`src/two_wire_pkg.sv`:
```
// constants, codes and types of the two-wire master-transmit block
package two_wire_pkg;
  localparam int ADDR_W = 8;
  localparam logic [7:0] CTRL_OFS = 8'h00;
  localparam logic [7:0] STAT_OFS = 8'h04;
  localparam logic [7:0] DATA_OFS = 8'h08;
  localparam logic [7:0] IRQ_STAT_OFS = 8'h0C;
  localparam logic [7:0] IRQ_MASK_OFS = 8'h10;
  // control register fields
  localparam int FLAG_BIT = 7;
  localparam int ACKEN_BIT = 6;
  localparam int START_BIT = 5;
  localparam int STOP_BIT = 4;
  localparam int WCOL_BIT = 3;
  localparam int EN_BIT = 2;
  // interrupt fields
  localparam int IRQ_W = 3;
  localparam int IRQ_DONE = 0;
  localparam int IRQ_LOST = 1;
  localparam int IRQ_WCOL = 2;
  localparam logic [IRQ_W-1:0] IRQ_RST = 3'h0;
  localparam logic [7:0] DATA_RST = 8'h00;
  localparam logic [1:0] PRESC_RST = 2'h0;
  // status codes, prescaler bits masked to zero
  localparam logic [7:0] CODE_IDLE = 8'hF8;
  localparam logic [7:0] CODE_START = 8'h08;
  localparam logic [7:0] CODE_RESTART = 8'h10;
  localparam logic [7:0] CODE_ADDR_ACK = 8'h18;
  localparam logic [7:0] CODE_ADDR_NACK = 8'h20;
  localparam logic [7:0] CODE_DATA_ACK = 8'h28;
  localparam logic [7:0] CODE_DATA_NACK = 8'h30;
  localparam logic [7:0] CODE_LOST = 8'h38;
  localparam logic [7:0] CODE_RADDR_ACK = 8'h40;
  localparam logic [7:0] CODE_RADDR_NACK = 8'h48;
  localparam logic [7:0] CODE_MASK = 8'hF8;
  // timing
  localparam int CLK_PERIOD_NS = 20;
  localparam int BIT_TIME_NS = 10000;
  localparam int QTR_CYCLES = BIT_TIME_NS / (4 * CLK_PERIOD_NS);
  localparam logic [7:0] QTR_LAST = 8'(QTR_CYCLES - 1);
  localparam logic [2:0] BIT_LAST = 3'h7;
  localparam logic [1:0] RESP_OKAY = 2'h0;
  localparam logic [1:0] RESP_SLVERR = 2'h2;
  typedef enum logic [7:0] {
    S_IDLE     = 8'h01,
    S_WAITFREE = 8'h02,
    S_START    = 8'h04,
    S_RESTART  = 8'h08,
    S_BITS     = 8'h10,
    S_ACK      = 8'h20,
    S_STOP     = 8'h40,
    S_HOLD     = 8'h80
  } state_t;
endpackage : two_wire_pkg

```
`src/two_flop_sync.sv`:
```
// two flip-flop synchroniser for one pin
`timescale 1ns/1ps
module two_flop_sync (
  input  wire logic core_clk,
  input  wire logic rst_n,
  input  wire logic din,
  output logic      dout
);
  logic stage1;

  always_ff @(posedge core_clk)
  begin
    if (!rst_n)
    begin
      stage1 <= 1'b1;
      dout   <= 1'b1;
    end
    else
    begin
      stage1 <= din;
      dout   <= stage1;
    end
  end
endmodule : two_flop_sync

```
`src/two_wire_master.sv`:
```
// two-wire master transmitter with status sequencing and AXI4-Lite registers
`timescale 1ns/1ps
module two_wire_master (
  input  wire logic                         core_clk,
  input  wire logic                         rst_n,
  input  wire logic [two_wire_pkg::ADDR_W-1:0] awaddr,
  input  wire logic                         awvalid,
  output logic                              awready,
  input  wire logic [31:0]                  wdata,
  input  wire logic [3:0]                   wstrb,
  input  wire logic                         wvalid,
  output logic                              wready,
  output logic [1:0]                        bresp,
  output logic                              bvalid,
  input  wire logic                         bready,
  input  wire logic [two_wire_pkg::ADDR_W-1:0] araddr,
  input  wire logic                         arvalid,
  output logic                              arready,
  output logic [31:0]                       rdata,
  output logic [1:0]                        rresp,
  output logic                              rvalid,
  input  wire logic                         rready,
  input  wire logic                         sclIn,
  output logic                              sclOut,
  output logic                              sclOeN,
  input  wire logic                         sdaIn,
  output logic                              sdaOut,
  output logic                              sdaOeN,
  output logic                              irq
);
  import two_wire_pkg::*;

  state_t             state;
  logic [ADDR_W-1:0]  wAddr;
  logic [7:0]         wData;
  logic               wLane;
  logic               doWrite;
  logic               ctrlWr;
  logic               dataWr;
  logic               statWr;
  logic               irqStatWr;
  logic               irqMaskWr;
  logic [31:0]        readMux;
  logic               readOk;
  logic               flag;
  logic               ackEn;
  logic               startReq;
  logic               stopReq;
  logic               wcol;
  logic               enable;
  logic [7:0]         dataReg;
  logic [1:0]         prescaler;
  logic [7:0]         statusCode;
  logic [IRQ_W-1:0]   irqStat;
  logic [IRQ_W-1:0]   irqMask;
  logic [IRQ_W-1:0]   irqSet;
  logic [7:0]         qtrCnt;
  logic               tick;
  logic [1:0]         phase;
  logic               step;
  logic               sclSync;
  logic               sdaSync;
  logic               sclPrev;
  logic               sdaPrev;
  logic               busBusy;
  logic [7:0]         shift;
  logic [2:0]         bitCnt;
  logic               addrPhase;
  logic               readAddr;
  logic               repeated;
  logic               ackLow;
  logic [7:0]         ackCode;
  logic               goCmd;
  logic               cmdSta;
  logic               cmdSto;
  logic               finStart;
  logic               finAck;
  logic               finStop;
  logic               lost;
  logic               setFlag;

  two_flop_sync sclSyncInst (
    .core_clk (core_clk),
    .rst_n    (rst_n),
    .din      (sclIn),
    .dout     (sclSync)
  );

  two_flop_sync sdaSyncInst (
    .core_clk (core_clk),
    .rst_n    (rst_n),
    .din      (sdaIn),
    .dout     (sdaSync)
  );

  // axi write channels, address and data taken in either order
  always_ff @(posedge core_clk)
  begin
    if (!rst_n)
    begin
      awready <= 1'b1;
      wready  <= 1'b1;
      bvalid  <= 1'b0;
      bresp   <= RESP_OKAY;
      wAddr   <= '0;
      wData   <= 8'h00;
      wLane   <= 1'b0;
    end
    else
    begin
      if (awvalid && awready)
      begin
        awready <= 1'b0;
        wAddr   <= awaddr;
      end
      else if (bvalid && bready)
        awready <= 1'b1;
      if (wvalid && wready)
      begin
        wready <= 1'b0;
        wData  <= wdata[7:0];
        wLane  <= wstrb[0];
      end
      else if (bvalid && bready)
        wready <= 1'b1;
      if (doWrite)
      begin
        bvalid <= 1'b1;
        bresp  <= isMapped(wAddr) ? RESP_OKAY : RESP_SLVERR;
      end
      else if (bready)
        bvalid <= 1'b0;
    end
  end

  function automatic logic isMapped(input logic [ADDR_W-1:0] a);
    isMapped = (a == CTRL_OFS) || (a == STAT_OFS) || (a == DATA_OFS) ||
               (a == IRQ_STAT_OFS) || (a == IRQ_MASK_OFS);
  endfunction : isMapped

  assign doWrite   = !awready && !wready && !bvalid;
  assign ctrlWr    = doWrite && wLane && (wAddr == CTRL_OFS);
  assign statWr    = doWrite && wLane && (wAddr == STAT_OFS);
  assign dataWr    = doWrite && wLane && (wAddr == DATA_OFS);
  assign irqStatWr = doWrite && wLane && (wAddr == IRQ_STAT_OFS);
  assign irqMaskWr = doWrite && wLane && (wAddr == IRQ_MASK_OFS);

  // read decode
  always_comb
  begin
    readMux = 32'h0000_0000;
    readOk  = 1'b1;
    if (araddr == CTRL_OFS)
      readMux[7:0] = {flag, ackEn, startReq, stopReq, wcol, enable, 2'h0};
    else if (araddr == STAT_OFS)
      readMux[7:0] = (statusCode & CODE_MASK) | {6'h00, prescaler};
    else if (araddr == DATA_OFS)
      readMux[7:0] = dataReg;
    else if (araddr == IRQ_STAT_OFS)
      readMux[IRQ_W-1:0] = irqStat;
    else if (araddr == IRQ_MASK_OFS)
      readMux[IRQ_W-1:0] = irqMask;
    else
      readOk = 1'b0;
  end

  always_ff @(posedge core_clk)
  begin
    if (!rst_n)
    begin
      arready <= 1'b1;
      rvalid  <= 1'b0;
      rdata   <= 32'h0000_0000;
      rresp   <= RESP_OKAY;
    end
    else if (arvalid && arready)
    begin
      arready <= 1'b0;
      rvalid  <= 1'b1;
      rdata   <= readMux;
      rresp   <= readOk ? RESP_OKAY : RESP_SLVERR;
    end
    else if (rvalid && rready)
    begin
      rvalid  <= 1'b0;
      arready <= 1'b1;
    end
  end

  // software command decode
  assign cmdSta  = wData[START_BIT];
  assign cmdSto  = wData[STOP_BIT];
  assign goCmd   = ctrlWr && wData[FLAG_BIT] && wData[EN_BIT];

  // completion flag, hardware set wins over software clear
  always_ff @(posedge core_clk)
  begin
    if (!rst_n)
      flag <= 1'b0;
    else if (setFlag)
      flag <= 1'b1;
    else if (ctrlWr && wData[FLAG_BIT])
      flag <= 1'b0;
  end

  always_ff @(posedge core_clk)
  begin
    if (!rst_n)
    begin
      ackEn    <= 1'b0;
      startReq <= 1'b0;
      stopReq  <= 1'b0;
      enable   <= 1'b0;
    end
    else if (ctrlWr)
    begin
      ackEn    <= wData[ACKEN_BIT];
      startReq <= wData[START_BIT];
      stopReq  <= wData[STOP_BIT];
      enable   <= wData[EN_BIT];
    end
    else if (finStop)
      stopReq <= 1'b0;
  end

  // data register guarded by the flag
  always_ff @(posedge core_clk)
  begin
    if (!rst_n)
    begin
      dataReg <= DATA_RST;
      wcol    <= 1'b0;
    end
    else if (dataWr && flag)
    begin
      dataReg <= wData;
      wcol    <= 1'b0;
    end
    else if (dataWr)
      wcol <= 1'b1;
  end

  always_ff @(posedge core_clk)
  begin
    if (!rst_n)
      prescaler <= PRESC_RST;
    else if (statWr)
      prescaler <= wData[1:0];
  end

  // interrupts
  assign irqSet = {dataWr && !flag, lost, setFlag};

  always_ff @(posedge core_clk)
  begin
    if (!rst_n)
    begin
      irqStat <= IRQ_RST;
      irqMask <= IRQ_RST;
      irq     <= 1'b0;
    end
    else
    begin
      irqStat <= (irqStat & ~(irqStatWr ? wData[IRQ_W-1:0] : IRQ_RST)) | irqSet;
      if (irqMaskWr)
        irqMask <= wData[IRQ_W-1:0];
      irq <= |(irqStat & irqMask);
    end
  end

  // quarter-bit enable
  always_ff @(posedge core_clk)
  begin
    if (!rst_n || qtrCnt == QTR_LAST)
      qtrCnt <= 8'h00;
    else
      qtrCnt <= qtrCnt + 8'h01;
    tick <= rst_n && (qtrCnt == QTR_LAST);
  end

  // bus free detection
  always_ff @(posedge core_clk)
  begin
    if (!rst_n)
    begin
      sclPrev <= 1'b1;
      sdaPrev <= 1'b1;
      busBusy <= 1'b0;
    end
    else
    begin
      sclPrev <= sclSync;
      sdaPrev <= sdaSync;
      if (sclSync && sclPrev && sdaPrev && !sdaSync)
        busBusy <= 1'b1;
      else if (sclSync && sclPrev && !sdaPrev && sdaSync)
        busBusy <= 1'b0;
    end
  end

  // quarter phase, held while the clock line is stretched low
  assign step = tick && !(phase == 2'h2 && !sclSync);

  always_ff @(posedge core_clk)
  begin
    if (!rst_n || !enable || state == S_IDLE || state == S_WAITFREE || state == S_HOLD)
      phase <= 2'h0;
    else if (step)
      phase <= phase + 2'h1;
  end

  assign finStart = (state == S_START) && step && (phase == 2'h3);
  assign finAck   = (state == S_ACK) && step && (phase == 2'h3);
  assign finStop  = (state == S_STOP) && step && (phase == 2'h3);
  assign lost     = (state == S_BITS) && step && (phase == 2'h2) && shift[7] && !sdaSync;
  assign setFlag  = finStart || finAck || lost;

  always_comb
  begin
    if (addrPhase && readAddr)
      ackCode = ackLow ? CODE_RADDR_ACK : CODE_RADDR_NACK;
    else if (addrPhase)
      ackCode = ackLow ? CODE_ADDR_ACK : CODE_ADDR_NACK;
    else
      ackCode = ackLow ? CODE_DATA_ACK : CODE_DATA_NACK;
  end

  // bus sequencer
  always_ff @(posedge core_clk)
  begin
    if (!rst_n)
    begin
      state      <= S_IDLE;
      sclOeN     <= 1'b1;
      sdaOeN     <= 1'b1;
      statusCode <= CODE_IDLE;
      shift      <= 8'h00;
      bitCnt     <= 3'h0;
      addrPhase  <= 1'b0;
      readAddr   <= 1'b0;
      repeated   <= 1'b0;
      ackLow     <= 1'b0;
    end
    else if (!enable && !goCmd)
    begin
      state  <= S_IDLE;
      sclOeN <= 1'b1;
      sdaOeN <= 1'b1;
    end
    else
    begin
      case (state)
        S_IDLE:
          if (goCmd && cmdSta)
            state <= S_WAITFREE;
        S_WAITFREE:
          if (!busBusy && tick)
          begin
            state    <= S_START;
            repeated <= 1'b0;
          end
        S_START:
          if (step && phase == 2'h1)
            sdaOeN <= 1'b0;
          else if (step && phase == 2'h3)
          begin
            sclOeN     <= 1'b0;
            statusCode <= repeated ? CODE_RESTART : CODE_START;
            addrPhase  <= 1'b1;
            state      <= S_HOLD;
          end
        S_RESTART:
          if (step && phase == 2'h0)
            sdaOeN <= 1'b1;
          else if (step && phase == 2'h1)
            sclOeN <= 1'b1;
          else if (step && phase == 2'h3)
          begin
            state    <= S_START;
            repeated <= 1'b1;
          end
        S_BITS:
          if (lost)
          begin
            sclOeN     <= 1'b1;
            sdaOeN     <= 1'b1;
            statusCode <= CODE_LOST;
            state      <= S_HOLD;
          end
          else if (step && phase == 2'h0)
            sdaOeN <= shift[7];
          else if (step && phase == 2'h1)
            sclOeN <= 1'b1;
          else if (step && phase == 2'h3)
          begin
            sclOeN <= 1'b0;
            shift  <= {shift[6:0], 1'b0};
            bitCnt <= bitCnt + 3'h1;
            if (bitCnt == BIT_LAST)
              state <= S_ACK;
          end
        S_ACK:
          if (step && phase == 2'h0)
            sdaOeN <= 1'b1;
          else if (step && phase == 2'h1)
            sclOeN <= 1'b1;
          else if (step && phase == 2'h2)
            ackLow <= !sdaSync;
          else if (step && phase == 2'h3)
          begin
            sclOeN     <= 1'b0;
            statusCode <= ackCode;
            addrPhase  <= 1'b0;
            state      <= S_HOLD;
          end
        S_STOP:
          if (step && phase == 2'h0)
            sdaOeN <= 1'b0;
          else if (step && phase == 2'h1)
            sclOeN <= 1'b1;
          else if (step && phase == 2'h3)
          begin
            sdaOeN <= 1'b1;
            state  <= startReq ? S_WAITFREE : S_IDLE;
          end
        S_HOLD:
          if (goCmd && flag)
          begin
            if (statusCode == CODE_LOST)
              state <= cmdSta ? S_WAITFREE : S_IDLE;
            else if (cmdSto)
              state <= S_STOP;
            else if (cmdSta)
              state <= S_RESTART;
            else
            begin
              state  <= S_BITS;
              shift  <= dataReg;
              bitCnt <= 3'h0;
              if (addrPhase)
                readAddr <= dataReg[0];
            end
          end
        default:
          state <= S_IDLE;
      endcase
    end
  end

  // pins are open drain, only ever pulled low
  always_ff @(posedge core_clk)
  begin
    sclOut <= 1'b0;
    sdaOut <= 1'b0;
  end
endmodule : two_wire_master

```
`config.mk`:
```
export PLATFORM = sky130hd
export DESIGN_NAME = two_wire_master
export DESIGN_NICKNAME = d
export VERILOG_FILES = /design/src/two_wire_pkg.sv /design/src/two_flop_sync.sv /design/src/two_wire_master.sv
export SDC_FILE = /design/constraint.sdc
export NUM_CORES = 1
export LEC_CHECK = 0
export ABC_AREA = 0
export BUFFER_PORTS_ARGS = -buffer_cell sky130_fd_sc_hd__clkbuf_2
export CAP_MARGIN = 20
export CORE_MARGIN = 4
export CORE_UTILIZATION = 40
export CTS_BUF_LIST = sky130_fd_sc_hd__clkbuf_16
export DETAILED_ROUTE_END_ITERATION = 8
export MAX_ROUTING_LAYER = met4
export PLACE_DENSITY = 0.6
export SYNTH_ARGS = -nofsm -noshare
export SYNTH_HDL_FRONTEND = slang
export SYNTH_HIERARCHICAL = 1
export SYNTH_SLANG_ARGS = --single-unit
```
`constraint.sdc`:
```
create_clock -name core_clk -period 2.1 [get_ports core_clk]
set_input_delay 0.105 -clock core_clk [delete_from_list [all_inputs] [get_ports core_clk]]
set_output_delay 0.105 -clock core_clk [all_outputs]
set_load 0.03 [all_outputs]
```
==> impl_metrics.env <==
export IMPL_power_total_mw=4.249
export IMPL_initial_utilization=0.4064
export IMPL_die_h_um=121.0
export IMPL_worst_setup_path_end_kind="flop"
export IMPL_power_share_clock=0.420
export IMPL_rr_worst_depth=7
export IMPL_hold_viol_final=0
export IMPL_worstSetupPathType="reg -> reg"
export IMPL_r2r_setup_slack_ns=-0.16
export IMPL_die_w_um=121.0
export IMPL_rows=41
export IMPL_layout_cells_most_common_list="sky130_fd_sc_hd__dfxtp_1, sky130_fd_sc_hd__buf_4, sky130_fd_sc_hd__nor2_1"
export IMPL_detail_route_antenna_nets=0
export IMPL_grt_max_degree=50
export IMPL_cts_tree="yes"
export IMPL_place_area_um2=6016
export IMPL_area_growth_pct=36.26
export IMPL_min_delay_path_class="in -> reg"
export IMPL_avgSynthCellArea_um2=8.442
export IMPL_synth_flop_cell="sky130_fd_sc_hd__dfxtp_1"
export IMPL_outcome="complete, but fails checks"
export IMPL_setup_total_negative_slack_ns=-2.978
export IMPL_setup_worst_path_start_class="flop"
export IMPL_fin_cells=933
export IMPL_clock_sinks=103
export IMPL_num_vias=4920
export IMPL_p_comb_frac=0.099
export IMPL_setup_viol=30
export IMPL_insertedDiodeCount=0
export IMPL_synth_seq_area_share=0.4037
export IMPL_sequentialPowerShare=0.481
export IMPL_initial_antenna_violation_count=0
export IMPL_number_of_nets_in_the_final_layout=826
export IMPL_multi_input_area_um2=3065
export IMPL_crit_buf_inv=1
export IMPL_ys_warn_count=6
export IMPL_worst_skew_pair_late_latency_ns=0.36
export IMPL_layout_commonest_cell="sky130_fd_sc_hd__dfxtp_1"
export IMPL_dpl_worst_slack_ns=-0.2113
export IMPL_intPower_mw=3.191
export IMPL_place_congestion=0.9190
export IMPL_grt_pass1_vias=4703
export IMPL_cp_data_arrival_time_ns=2.55
export IMPL_period_minus_slack_ns=2.256
export IMPL_h_tree_depth=3
export IMPL_total_global_route_track_usage=0.2080
export IMPL_power_density_nw_per_um2=610.5
export IMPL_first_iter_violations=285
export IMPL_static_leakage_power_nw=2.850
export IMPL_synth_cell_type_count=70
export IMPL_cts_inserted_buffers=9
export IMPL_min_delay_path_depth=3
export IMPL_clock_skew_final_ns=0.009775
export IMPL_hold_path_startpoint="wdata[7]"
export IMPL_path_clk_slew_ns=0.07
export IMPL_post_route_cells_drive_above_1_share=0.3049
export IMPL_crit_path_cell_trace="or4_4 -> nor4_4 -> buf_4 -> a41oi_4 -> or3_4 -> or4_1 -> o21ai_1"
export IMPL_cpLargestDelayFamily="simple AND/OR/NAND/NOR gates"
export IMPL_timing_final_crit_share=1.074
export IMPL_asyncSetResetFlopFracSynth=0
export IMPL_register_area_um2=2067
export IMPL_wire_per_inst_um=16.02
export IMPL_worstSetupStartpoint="wAddr[6]$_SDFFE_PN0P_"
export IMPL_grt_overflow=0
export IMPL_finish_instance_area_um2=6959
export IMPL_post_route_worst_setup_slack_ns=-0.1557
export IMPL_detailedRoute_firstPassIterationCount=5
export IMPL_critical_path_slowest_cell="sky130_fd_sc_hd__or4_4"
export IMPL_hold_path_endpoint="wData[7]$_SDFFE_PN0P_"
export IMPL_mappedNetlistArea_um2=5107
export IMPL_detail_route_drc_violations=0
export IMPL_dpl_cell_count=884
export IMPL_critical_path_max_stage_delay_ns=0.56
export IMPL_i_o_pin_count=107
export IMPL_max_slew_margin=0.6672
export IMPL_grt_pass1_wl_mm=23.38
export IMPL_crit_reg2reg_capture="state[6]$_SDFFE_PP0P_"
export IMPL_violations="negative setup slack"
export IMPL_max_freq_ghz=0.4433
export IMPL_cp_data_required_time_ns=2.39
export IMPL_post_synthesis_cells=605
export IMPL_number_of_enable_flip_flop_cells_after_synthesis=0
export IMPL_yosys_register_bits=103
export IMPL_crit_path_max_fanout=5
export IMPL_worst_r2r_startpoint="wAddr[6]$_SDFFE_PN0P_"
export IMPL_root_buffer="sky130_fd_sc_hd__clkbuf_16"
export IMPL_netSwitchingPower_mw=1.058
export IMPL_buffer_ports_inserted=51
export IMPL_slew_violations=0
export IMPL_dpl_hpwl_mm=10.72
export IMPL_clock_path_buffers=2
export IMPL_timing_max_cap_violations=0
export IMPL_core_area_um2=12570
export IMPL_drt_wirelength_mm=14.95
export IMPL_route_detailed_vias_per_inst=5.273
export IMPL_power_switching_share=0.2489
export IMPL_dieArea_um2=14640
export IMPL_irDropWorstVdd_v=0.0005461
export IMPL_worstMarginPinSlew_ns=0.4940
export IMPL_final_fill_count=1176
export IMPL_setup_repair_after_global_routing_missed_its_margin="yes"
-- synthesized netlist by cell type, drive strengths merged, types with 8 or more instances --
cell	number	share of area
ha	9	0.022
buf	35	0.051
mux2i	21	0.041
nand2b	14	0.017
dfxtp	103	0.40
nor3	20	0.020
nor2	77	0.057
clkbuf	20	0.017
nand3	27	0.026
inv	12	0.0088
a21oi	47	0.047
a31oi	8	0.0098
nand2	72	0.053
o21ai	19	0.019
-- flip-flops by register name (all words and copies together), names as in the netlist, 2 cells and up --
signal      flops
statusCode      5
wData           8
state           8
irqMask         3
rdata           8
qtrCnt          8
wAddr           8
shift           8
dataReg         8
irqStat         3
phase           2
bitCnt          3
prescaler       2
-- metrics by stage --
stage	hold WS [ns]	util
2_1_floorplan	0.1780	-
3_3_place_gp	0.2940	0.4786
3_5_place_dp	0.2969	0.4786
4_1_cts	0.001364	0.5316
5_1_grt	0.02520	0.5537
6_report	0.01604	0.5537
-- worst register-to-register path, cell delays in order (launching register included) --
cell                      delay [ns]
sky130_fd_sc_hd__dfxtp_1        0.31
sky130_fd_sc_hd__or4_4          0.56
sky130_fd_sc_hd__nor4_4         0.21
sky130_fd_sc_hd__buf_4          0.19
sky130_fd_sc_hd__a41oi_4        0.10
sky130_fd_sc_hd__or3_4          0.34
sky130_fd_sc_hd__or4_1          0.40
sky130_fd_sc_hd__o21ai_1        0.09
-- logic make-up after synthesis --
family,after synthesis,share of synthesized area
AOI/OAI and AO/OA,132,0.1793
xor gates and xnor gates,9,0.01543
adders and majority gates,9,0.02205
buffers and inverters,68,0.07692
DFF,103,0.4037
muxes,24,0.04777
other,1,0.0007342
and+or+nand+nor,259,0.2540
-- worst max-delay path by stage --
stage	endpoint	cells past startpoint	slack [ns]
floorplan	state[6]$_SDFFE_PP0P_	7	-0.17
global placement	state[2]$_SDFFE_PP0P_	7	-0.22
detailed placement	statusCode[5]$_SDFFE_PN1P_	7	-0.21
CTS	state[6]$_SDFFE_PP0P_	7	-0.17
global route	state[6]$_SDFFE_PP0P_	7	-0.27
finish	state[6]$_SDFFE_PP0P_	7	-0.16
-- power by group through the flow --
stage                     logic, mW  clock network [mW]  registers (mW)
after floorplan               0.254                   0            2.12
after global placement        0.374                   0            2.08
after detailed placement      0.379                   0            2.09
after CTS                     0.410                1.82            2.04
after global routing          0.460                1.90            2.05
final                         0.423                1.78            2.04
-- cell type report --
class / instances / share of cell area
Multi-Input combinational cell: 463 / 0.4405
Inverter: 13 / 0.007012
Clock inverter: 7 / 0.01259
Timing Repair Buffer: 166 / 0.1796
Sequential cell: 103 / 0.2970
Tap cell: 172 / 0.03092
Clock buffer: 9 / 0.03236
-- repair_timing --
action	4_1_cts	5_1_grt
hold endpoints to repair	18	0
hold buffers	18	0
cloned	1	3
setup endpoints to repair	37	41
gates resized for setup	27	38
pin swaps	11	25
setup buffers	5	6
-- metal layers --
layer	track usage	wire length [um]	share of wire
met1	0.2594	6611	0.44
met2	0.3380	7237	0.48
met3	0.03497	689	0.046
met4	0.08074	410	0.027
met5	-	0	0
Power figures use the tool's default switching activity.
